[src/fcpes_defs.svh]
// Constants for the flash cache program, erase and status host controller.
`ifndef FCPES_DEFS_SVH
`define FCPES_DEFS_SVH
`define FCPES_CMD_PROG_SETUP 8'h80
`define FCPES_CMD_PROG_CONFIRM 8'h10
`define FCPES_CMD_CACHE_CONFIRM 8'h15
`define FCPES_CMD_ERASE_SETUP 8'h60
`define FCPES_CMD_ERASE_CONFIRM 8'hD0
`define FCPES_CMD_STATUS 8'h70
`define FCPES_CMD_RESET 8'hFF
`define FCPES_MAX_BYTES 12'd2112
`define FCPES_MAX_PAGES 7'd64
`define FCPES_BIT_WP 7
`define FCPES_BIT_DUAL 6
`define FCPES_BIT_CTRL 5
`define FCPES_BIT_PREV 1
`define FCPES_BIT_ERR 0
`define FCPES_CLK_MHZ 100
`define FCPES_STROBE_NS 30
`define FCPES_STROBE_CYC ((`FCPES_STROBE_NS * `FCPES_CLK_MHZ + 999) / 1000)
`endif

[src/fcpes_pkg.sv]
// Types for the flash cache program, erase and status host controller.
package fcpes_pkg;
  typedef enum logic [7:0] {
    FCPES_OP_PROG = 8'h01,
    FCPES_OP_CACHE = 8'h02,
    FCPES_OP_ERASE = 8'h04,
    FCPES_OP_STATUS = 8'h08,
    FCPES_OP_RESET = 8'h10
  } fcpes_op_t;
  typedef enum logic [6:0] {
    FCPES_ST_IDLE = 7'h01,
    FCPES_ST_CMD = 7'h02,
    FCPES_ST_ADDR = 7'h04,
    FCPES_ST_DATA = 7'h08,
    FCPES_ST_CONF = 7'h10,
    FCPES_ST_WAIT = 7'h20,
    FCPES_ST_POLL = 7'h40
  } fcpes_state_t;
endpackage

[src/fcpes_host.sv]
// Host controller driving cache program, block erase, reset and status read cycles on a flash device.
`timescale 1ns/100ps
`include "fcpes_defs.svh"
module fcpes_host (
  input wire logic clock_in,
  input wire logic reset_in,
  input wire fcpes_pkg::fcpes_op_t op_in,
  input wire logic start_in,
  input wire logic last_page_in,
  input wire logic [2:0] addr_cycles_in,
  input wire logic [39:0] addr_in,
  input wire logic [11:0] byte_count_in,
  input wire logic data_valid_in,
  input wire logic [7:0] data_in,
  output logic data_ready_out,
  output logic busy_out,
  output logic done_out,
  output logic refused_out,
  output logic [7:0] status_out,
  output logic chip_enable_n_out,
  output logic cmd_latch_out,
  output logic addr_latch_out,
  output logic write_enable_n_out,
  output logic read_enable_n_out,
  output logic [7:0] io_out,
  output logic io_oe_n_out,
  input wire logic [7:0] io_in,
  input wire logic ready_busy_in
);
  ////////////////////////////////////////////////////////////////////////////
  localparam logic [3:0] STROBE_CYC = 4'(`FCPES_STROBE_CYC);
  fcpes_pkg::fcpes_state_t state, next_state;
  fcpes_pkg::fcpes_op_t op, next_op;
  logic [3:0] tick, next_tick;
  logic phase, next_phase;
  logic [7:0] cmd, next_cmd;
  logic [2:0] acnt, next_acnt;
  logic [39:0] addr, next_addr;
  logic [11:0] bcnt, next_bcnt;
  logic [6:0] pages, next_pages;
  logic last, next_last;
  logic [7:0] status, next_status;
  logic [7:0] io, next_io;
  logic done, next_done;
  logic refused, next_refused;
  logic cl, next_cl;
  logic al, next_al;
  logic we_n, next_we_n;
  logic re_n, next_re_n;
  logic oe_n, next_oe_n;
  logic strobe_end;
  assign strobe_end = (tick == STROBE_CYC) && phase;
  assign data_ready_out = (state == fcpes_pkg::FCPES_ST_DATA) && !phase && (tick == 4'h0);
  assign busy_out = (state != fcpes_pkg::FCPES_ST_IDLE);
  assign done_out = done;
  assign refused_out = refused;
  assign status_out = status;
  assign chip_enable_n_out = (state == fcpes_pkg::FCPES_ST_IDLE);
  assign cmd_latch_out = cl;
  assign addr_latch_out = al;
  assign write_enable_n_out = we_n;
  assign read_enable_n_out = re_n;
  assign io_out = io;
  assign io_oe_n_out = oe_n;
  ////////////////////////////////////////////////////////////////////////////
  always_comb begin
    next_state = state;
    next_op = op;
    next_tick = tick;
    next_phase = phase;
    next_cmd = cmd;
    next_acnt = acnt;
    next_addr = addr;
    next_bcnt = bcnt;
    next_pages = pages;
    next_last = last;
    next_status = status;
    next_io = io;
    next_done = 1'b0;
    next_refused = 1'b0;
    next_cl = cl;
    next_al = al;
    next_we_n = we_n;
    next_re_n = re_n;
    next_oe_n = oe_n;
    if (state != fcpes_pkg::FCPES_ST_IDLE) begin
      next_tick = (tick == STROBE_CYC) ? 4'h0 : tick + 4'h1;
      if (tick == STROBE_CYC) begin
        next_phase = !phase;
      end
    end
    case (state)
      fcpes_pkg::FCPES_ST_IDLE: begin
        next_tick = 4'h0;
        next_phase = 1'b0;
        if (start_in) begin
          next_op = op_in;
          next_addr = addr_in;
          next_acnt = addr_cycles_in;
          next_bcnt = (byte_count_in > `FCPES_MAX_BYTES) ? `FCPES_MAX_BYTES : byte_count_in;
          next_last = last_page_in || (op_in == fcpes_pkg::FCPES_OP_CACHE && pages == `FCPES_MAX_PAGES - 7'd1);
          next_state = fcpes_pkg::FCPES_ST_CMD;
          next_oe_n = 1'b0;
          next_cl = 1'b1;
          next_we_n = 1'b0;
          case (op_in)
            fcpes_pkg::FCPES_OP_PROG, fcpes_pkg::FCPES_OP_CACHE: begin
              next_cmd = `FCPES_CMD_PROG_SETUP;
              if (!status[`FCPES_BIT_WP]) begin
                next_state = fcpes_pkg::FCPES_ST_IDLE;
                next_refused = 1'b1;
              end
            end
            fcpes_pkg::FCPES_OP_ERASE: begin
              next_cmd = `FCPES_CMD_ERASE_SETUP;
              next_acnt = (addr_cycles_in > 3'd3) ? 3'd3 : addr_cycles_in;
              if (!status[`FCPES_BIT_WP]) begin
                next_state = fcpes_pkg::FCPES_ST_IDLE;
                next_refused = 1'b1;
              end
            end
            fcpes_pkg::FCPES_OP_STATUS: next_cmd = `FCPES_CMD_STATUS;
            fcpes_pkg::FCPES_OP_RESET: next_cmd = `FCPES_CMD_RESET;
            default: begin
              next_state = fcpes_pkg::FCPES_ST_IDLE;
              next_refused = 1'b1;
            end
          endcase
          if (next_state == fcpes_pkg::FCPES_ST_IDLE) begin
            next_oe_n = 1'b1;
            next_cl = 1'b0;
            next_we_n = 1'b1;
          end
          next_io = next_cmd;
        end
      end
      fcpes_pkg::FCPES_ST_CMD, fcpes_pkg::FCPES_ST_ADDR, fcpes_pkg::FCPES_ST_DATA, fcpes_pkg::FCPES_ST_CONF: begin
        if (tick == STROBE_CYC && !phase) begin
          next_we_n = 1'b1;
        end
        if (strobe_end) begin
          next_cl = 1'b0;
          next_al = 1'b0;
          next_we_n = 1'b0;
          if (state == fcpes_pkg::FCPES_ST_CONF || (state == fcpes_pkg::FCPES_ST_CMD
              && (op == fcpes_pkg::FCPES_OP_STATUS || op == fcpes_pkg::FCPES_OP_RESET))) begin
            next_we_n = 1'b1;
            next_oe_n = 1'b1;
            next_state = (op == fcpes_pkg::FCPES_OP_STATUS) ? fcpes_pkg::FCPES_ST_POLL : fcpes_pkg::FCPES_ST_WAIT;
          end else if (acnt != 3'd0) begin
            next_al = 1'b1;
            next_io = addr[7:0];
            next_addr = {8'h00, addr[39:8]};
            next_acnt = acnt - 3'd1;
            next_state = fcpes_pkg::FCPES_ST_ADDR;
          end else if (op != fcpes_pkg::FCPES_OP_ERASE && bcnt != 12'd0) begin
            next_we_n = 1'b1;
            next_state = fcpes_pkg::FCPES_ST_DATA;
          end else begin
            next_cl = 1'b1;
            next_state = fcpes_pkg::FCPES_ST_CONF;
            if (op == fcpes_pkg::FCPES_OP_ERASE) begin
              next_io = `FCPES_CMD_ERASE_CONFIRM;
            end else if (op == fcpes_pkg::FCPES_OP_CACHE && !last) begin
              next_io = `FCPES_CMD_CACHE_CONFIRM;
            end else begin
              next_io = `FCPES_CMD_PROG_CONFIRM;
            end
          end
        end
        if (state == fcpes_pkg::FCPES_ST_DATA && !phase && tick == 4'h0) begin
          if (data_valid_in) begin
            next_io = data_in;
            next_we_n = 1'b0;
            next_bcnt = bcnt - 12'd1;
          end else begin
            next_tick = 4'h0;
          end
        end
      end
      fcpes_pkg::FCPES_ST_WAIT: begin
        next_tick = 4'h0;
        if (ready_busy_in && tick == 4'h0 && phase == 1'b0) begin
          if (op == fcpes_pkg::FCPES_OP_CACHE && !last) begin
            next_pages = pages + 7'd1;
            next_done = 1'b1;
            next_state = fcpes_pkg::FCPES_ST_IDLE;
          end else if (op == fcpes_pkg::FCPES_OP_RESET) begin
            next_pages = 7'd0;
            next_done = 1'b1;
            next_state = fcpes_pkg::FCPES_ST_IDLE;
          end else begin
            next_cmd = `FCPES_CMD_STATUS;
            next_io = `FCPES_CMD_STATUS;
            next_oe_n = 1'b0;
            next_cl = 1'b1;
            next_we_n = 1'b0;
            next_op = fcpes_pkg::FCPES_OP_STATUS;
            next_pages = 7'd0;
            next_state = fcpes_pkg::FCPES_ST_CMD;
          end
        end
      end
      fcpes_pkg::FCPES_ST_POLL: begin
        next_re_n = 1'b0;
        if (strobe_end) begin
          next_status = {io_in[7:5], 3'b000, io_in[1:0]};
          if (io_in[`FCPES_BIT_CTRL]) begin
            next_re_n = 1'b1;
            next_done = 1'b1;
            next_state = fcpes_pkg::FCPES_ST_IDLE;
          end
        end
      end
      default: next_state = fcpes_pkg::FCPES_ST_IDLE;
    endcase
  end
  ////////////////////////////////////////////////////////////////////////////
  always_ff @(posedge clock_in or posedge reset_in) begin
    if (reset_in) begin
      state <= fcpes_pkg::FCPES_ST_IDLE;
      op <= fcpes_pkg::FCPES_OP_STATUS;
      tick <= 4'h0;
      phase <= 1'b0;
      cmd <= 8'h00;
      acnt <= 3'd0;
      addr <= 40'h00_0000_0000;
      bcnt <= 12'h000;
      pages <= 7'd0;
      last <= 1'b0;
      status <= 8'h80;
      io <= 8'h00;
      done <= 1'b0;
      refused <= 1'b0;
      cl <= 1'b0;
      al <= 1'b0;
      we_n <= 1'b1;
      re_n <= 1'b1;
      oe_n <= 1'b1;
    end else begin
      state <= next_state;
      op <= next_op;
      tick <= next_tick;
      phase <= next_phase;
      cmd <= next_cmd;
      acnt <= next_acnt;
      addr <= next_addr;
      bcnt <= next_bcnt;
      pages <= next_pages;
      last <= next_last;
      status <= next_status;
      io <= next_io;
      done <= next_done;
      refused <= next_refused;
      cl <= next_cl;
      al <= next_al;
      we_n <= next_we_n;
      re_n <= next_re_n;
      oe_n <= next_oe_n;
    end
  end
endmodule

[config.mk]
export PLATFORM = sky130hd
export DESIGN_NAME = fcpes_host
export DESIGN_NICKNAME = d
export VERILOG_FILES = /design/src/fcpes_pkg.sv /design/src/fcpes_host.sv
export VERILOG_INCLUDE_DIRS = /design/src
export SDC_FILE = /design/constraint.sdc
export NUM_CORES = 1
export LEC_CHECK = 0
export BUFFER_PORTS_ARGS = -buffer_cell sky130_fd_sc_hd__buf_2
export CAP_MARGIN = 20
export CORE_ASPECT_RATIO = 0.75
export CORE_MARGIN = 2
export CORE_UTILIZATION = 45
export DETAILED_ROUTE_END_ITERATION = 10
export PLACE_DENSITY = 0.64
export SLEW_MARGIN = 20
export SYNTH_ARGS = -nofsm -noshare
export SYNTH_HDL_FRONTEND = slang
export SYNTH_SLANG_ARGS = --single-unit
[constraint.sdc]
create_clock -name clock_in -period 10.5 [get_ports clock_in]
set_input_delay 2.1 -clock clock_in [delete_from_list [all_inputs] [get_ports clock_in]]
set_output_delay 2.1 -clock clock_in [all_outputs]
set_load 0.005 [all_outputs]
Word-level counts from Yosys, hierarchy flattened
Cells that the tools add are included.
Word-level totals
  bits in registers: 111
  input bits: 85
  output and inout bits: 26
Cells by class
  $add $sub $neg: 4
  $lt $le $gt $ge: 2
  equality and inequality tests: 33
  multiplexer cells: 100
  bitwise operators: 1
  reduce and logical (&&, ||, !) cells: 40
Operator list (count)
  40-bit 2-to-1 mux: 4
  8-bit 2-to-1 mux: 15
  40-bit case mux with 2 select lines: 1
  7-bit 2-to-1 mux: 10
  12-bit 2-to-1 mux: 4
  1-bit 2-to-1 mux: 36
  8-bit case mux with 2 select lines: 2
  8-bit case mux with 4 select lines: 1
  7-bit case mux with 4 select lines: 1
  2-bit != test (second input constant): 12
  12-bit case mux with 2 select lines: 1
  8-bit case mux with 3 select lines: 1
  3-bit 2-to-1 mux: 7
  5-bit AND reduction: 4
  8-bit by 2-bit == test with 1-bit output (second input constant): 2
  8-bit by 3-bit == test with 1-bit output (second input constant): 2
  8-bit by 4-bit == test with 1-bit output (second input constant): 2
  8-bit by 5-bit == test with 1-bit output (second input constant): 2
  4-bit 2-to-1 mux: 4
  7-bit by 1-bit == test with 1-bit output (second input constant): 2
  7-bit by 6-bit == test with 1-bit output (second input constant): 2
  12-bit > comparator (second input constant): 1
  12-bit nonzero test: 1
  12-bit by 1-bit subtractor with 12-bit output (second input constant): 1
  34 further kinds: 62

Depth between registers and ports, before layout
  depth after elaboration: 11
  mapped depth: 13
  gate-level depth less buffers: 8

Least setup slack after synthesis
Ideal clock, no wire load.
  path kind: input to register
  start point: in op_in[4]
  end point: reg io[7], in the netlist io_out[7]
  arrival: 3.857 ns
  data required time: 10.374 ns
  setup slack: 6.517 ns
  stages on the path: 7
  buffers on the path: 1
  cell sequence: clkbuf_1 > nor4_1 > nand3_1 > a21boi_0 > a2bb2oi_1 > inv_1 > o32a_1
On the way
  cells in the longest elaborated chain, start to end: 5
  elaborated cells on any way between the ends: 9
  classes of those cells: eq/ne (5); mux (3); reduce/logical (1)
RTL lines
  start, declared: line fcpes_host.sv:7  | input wire fcpes_pkg::fcpes_op_t op_in,
  8-bit by 2-bit == test with 1-bit output or 8-bit by 1-bit == test with 1-bit output (tied branches): line fcpes_host.sv:106  | case (op_in)
  2-bit OR reduction: line fcpes_host.sv:106
  8-bit case mux with 4 select lines (*): line fcpes_host.sv:106
  8-bit 2-to-1 mux (*): line fcpes_host.sv:96  | if (start_in) begin
  8-bit case mux with 3 select lines (*): line fcpes_host.sv:92  | case (state)
  end signal, assigned: line fcpes_host.sv:252  | io <= next_io;
  end, declared: line fcpes_host.sv:43  | logic [7:0] io, next_io;
Every way passes the cells marked *; elsewhere a longest branch is shown, timed or not. The select of a mux whose other input is x is not followed.
A chain may end at the register's enable or synchronous reset.

Worst setup path in the final report
  start point: reg state[4]
  end point: out chip_enable_n_out
On the way
  cells in the longest elaborated chain, start to end: 1
RTL lines
  start, declared: line fcpes_host.sv:32  | fcpes_pkg::fcpes_state_t state, next_state;
  start signal, assigned: line fcpes_host.sv:221  | state <= fcpes_pkg::FCPES_ST_IDLE;
  start signal, assigned: line fcpes_host.sv:241  | state <= next_state;
  7-bit by 1-bit == test with 1-bit output: line fcpes_host.sv:58  | assign chip_enable_n_out = (state == fcpes_pkg::FCPES_ST_IDLE);
  end, declared: line fcpes_host.sv:20  | output logic chip_enable_n_out,
Every way passes these cells.

==> qor.yml <==
clock_tree:
  ctsResizeCount: 0
  cts_tree: "done"
  cts_sinks: 111
  clock_latency_ps: 360
  clock_path_buffers: 2
  htreeDepth: 3
  ctsHoldBuffers: 0
  postCtsSetupBuffers: 0
  cts_made_buffers: 9
  root_buffer: "clkbuf_16"
  clkTransAtPathRegs_ps: 70
floorplan:
  io_pins: 111
  core_area_um2: 13700
  die_x_um: 141
  start_util_pct: 45.9
  dieArea_um2: 15000
  num_rows: 37
  die_h_um: 106
grt:
  grt_max_degree: 77
  grt_pass1_vias: 5131
  grt_overflow_total: 0
  grt_usage_pct: 22.9
  grt_antenna_before_repair: 0
  grt_pass1_wl_um: 26800
finish:
  finalCoreUtilization_pct: 52.1
  drive_gt1_share_pct: 19.6
  area_delta_synth_final_pct: 13.4
  antennaDiodeCount: 0
  fin_nets: 862
power_and_ir_drop:
  power_density_nw_per_um2: 144
  p_clk_share_pct: 34.4
  ir_drop_uv: 86.9
  power_frac_seq_pct: 49.1
  switchingPower_w: 0.000290
  swShare_pct: 28.3
  pwr-share-comb_pct: 16.5
  p_leak_nw: 3.48
  internal_power_w: 0.000736
drt:
  drt-pass1-iter-count: 5
  vias: 5531
  wl_um: 16500
  route.detailed.drc: 0
  first_iter_violations: 462
  wl_per_cell_um: 17.4
  ant_nets: 0
  vias_per_cell: 5.82
timing:
  period_share_pct: 42.6
  rsz0062_at_grt: "false"
  worst_slew_pin_slew_ps: 1080
  hold_viol: 0
  skew_ps: 8.97
  slew_headroom_pct: 27.1
  finalCriticalPeriod_ps: 4470
  max_freq_mhz: 224
  tns_ps: 0
  setup_viol: 0
  slew_violations: 0
synthesis:
  synth-edff-count: 0
  synth.distinct_cells: 75
  synth_commonest_cells: "nand2_1 (109), dfrtp_1 (105), nor2_1 (40), o21ai_0 (40), o21ai_1 (38)"
  ys_seq_area_share_pct: 44.2
  netlist_area_um2: 6290
  synth.area.top_cells: "dfrtp_1 (42%), nand2_1 (6.5%), mux2i_1 (5.2%)"
  yosysTopAreaCellShare_pct: 41.7
  synth_seq_cells: 111
  yosysWarningCount: 0
  yosysMostFrequentCell: "nand2_1"
  ys.flop_type: "dfrtp_1"
  synthCells: 692
  yosysTopAreaCell: "dfrtp_1"
  ys_async_sr_fraction_pct: 100
  syn_avg_cell_area_um2: 9.10
worst_setup_path:
  cp.required_ps: 8400
  criticalPathCategory: "reg -> out"
  cp_max_fo: 13
  endpoint_kind: "primary output"
  worstPathArrival_ps: 2370
  rr_worst_depth: 7
  setup.worst_path.start_class: "flop"
worst_hold_path:
  hold_depth: 2
  hp-class: "reg -> reg"
job:
  max_cap_violations: 0
place:
  gp_congestion: 0.861
  dpl.hpwl_um: 12100
  io_buffers: 104
status:
  status: "finished clean"
-- layout by cell type (no fill, tap or decap), types with 4 or more instances in the layout --
| cell type | count |
|---|---|
| a21oi_1 | 30 |
| clkbuf_16 | 9 |
| a21o_1 | 11 |
| xor2_1 | 6 |
| o21ai_1 | 38 |
| buf_4 | 4 |
| o2111ai_1 | 4 |
| a32oi_1 | 6 |
| dfrtp_1 | 105 |
| o22ai_1 | 6 |
| ha_1 | 7 |
| nor2b_1 | 10 |
| a31oi_1 | 7 |
| nand3_1 | 31 |
| buf_2 | 104 |
| and2_1 | 7 |
| nor3_1 | 15 |
| mux2_2 | 4 |
| and3_1 | 4 |
| nand4_1 | 6 |
| mux2i_1 | 33 |
| o32a_1 | 4 |
| o21ai_0 | 40 |
| nor4_1 | 4 |
| dfstp_2 | 6 |
| nand2b_1 | 6 |
| or4_1 | 4 |
| nor3b_1 | 11 |
| nand2_1 | 108 |
| o31ai_1 | 7 |
| nor2_1 | 39 |
| inv_1 | 20 |
-- power groups by stage --
stage / registers, W / clock network, W / logic [W]
6_report: 0.000504 / 0.000353 / 0.000169
5_1_grt: 0.000510 / 0.000380 / 0.000193
4_1_cts: 0.000504 / 0.000364 / 0.000170
3_5_place_dp: 0.000512 / 0 / 0.000169
3_3_place_gp: 0.000511 / 0 / 0.000165
2_1_floorplan: 0.000504 / 0 / 0.000121
-- worst max-delay path, cell delays in order (launching register included) --
cell      delay, ps
dfrtp_1         510
or4_4           590
or3_1           550
clkinv_4        210
buf_2           140
-- metrics by stage --
stage	setup slack, ps	area (µm²)	hold WS [ps]	power (W)	instances
final	6030	7140	468	0.00103	950
after global routing	5980	7140	486	0.00108	950
after CTS	6060	7140	471	0.00104	950
after detailed placement	5960	6830	455	0.000682	934
after global placement	6050	6830	450	0.000675	934
after floorplan	5480	6300	437	0.000624	694
-- final timing paths --
check,slack (ps),to,start
worst max-delay path,6030,chip_enable_n_out,state[4]
worst min-delay path,470,read_enable_n_out,read_enable_n_out
worst max register to register,6990,bcnt[4],state[4]
worst min register to register,470,read_enable_n_out,read_enable_n_out
max in group asynchronous,7380,cmd[2],reset_in
min in group asynchronous,1760,addr[31],reset_in
-- layer usage --
layer / global-route usage (%) / up-vias / wire [µm]
met5: 0 / - / 0
met4: 6.79 / 0 / 225
met3: 6.17 / 16 / 1250
met2: 34.0 / 174 / 7370
met1: 32.8 / 2690 / 7650
li1: - / 2651 / -
-- sequential cells by signal (all words and copies together), names as in the netlist --
register,flops
done_out,1
bcnt,12
tick,4
phase,1
io_oe_n_out,1
state,7
addr_latch_out,1
pages,7
addr,40
refused_out,1
cmd_latch_out,1
io_out,8
write_enable_n_out,1
op,8
read_enable_n_out,1
last,1
cmd,8
acnt,3
status_out,5
-- final cells by class --
class	instances	area [µm²]
sequential	111	2790
timing repair buffer	108	551
clock inverter	5	63.8
tap	175	219
clock buffer	11	243
fill	1286	6560
multi-input combinational	518	3190
inverter	22	90.1
-- logic make-up (layout without fill, tap and decap cells) --
kind of cell / count (synthesis) / in the layout / share of synthesized area [%]
simple gates: 266 / 266 / 21.0
buf+inv: 65 / 146 / 5.47
other cells: 1 / 3 / 0.0596
xor+xnor: 9 / 9 / 1.25
fa+ha+maj: 7 / 7 / 1.39
flops: 111 / 111 / 44.2
compound gates: 196 / 196 / 20.7
mux: 37 / 37 / 5.96
Power figures use the tool's default switching activity.
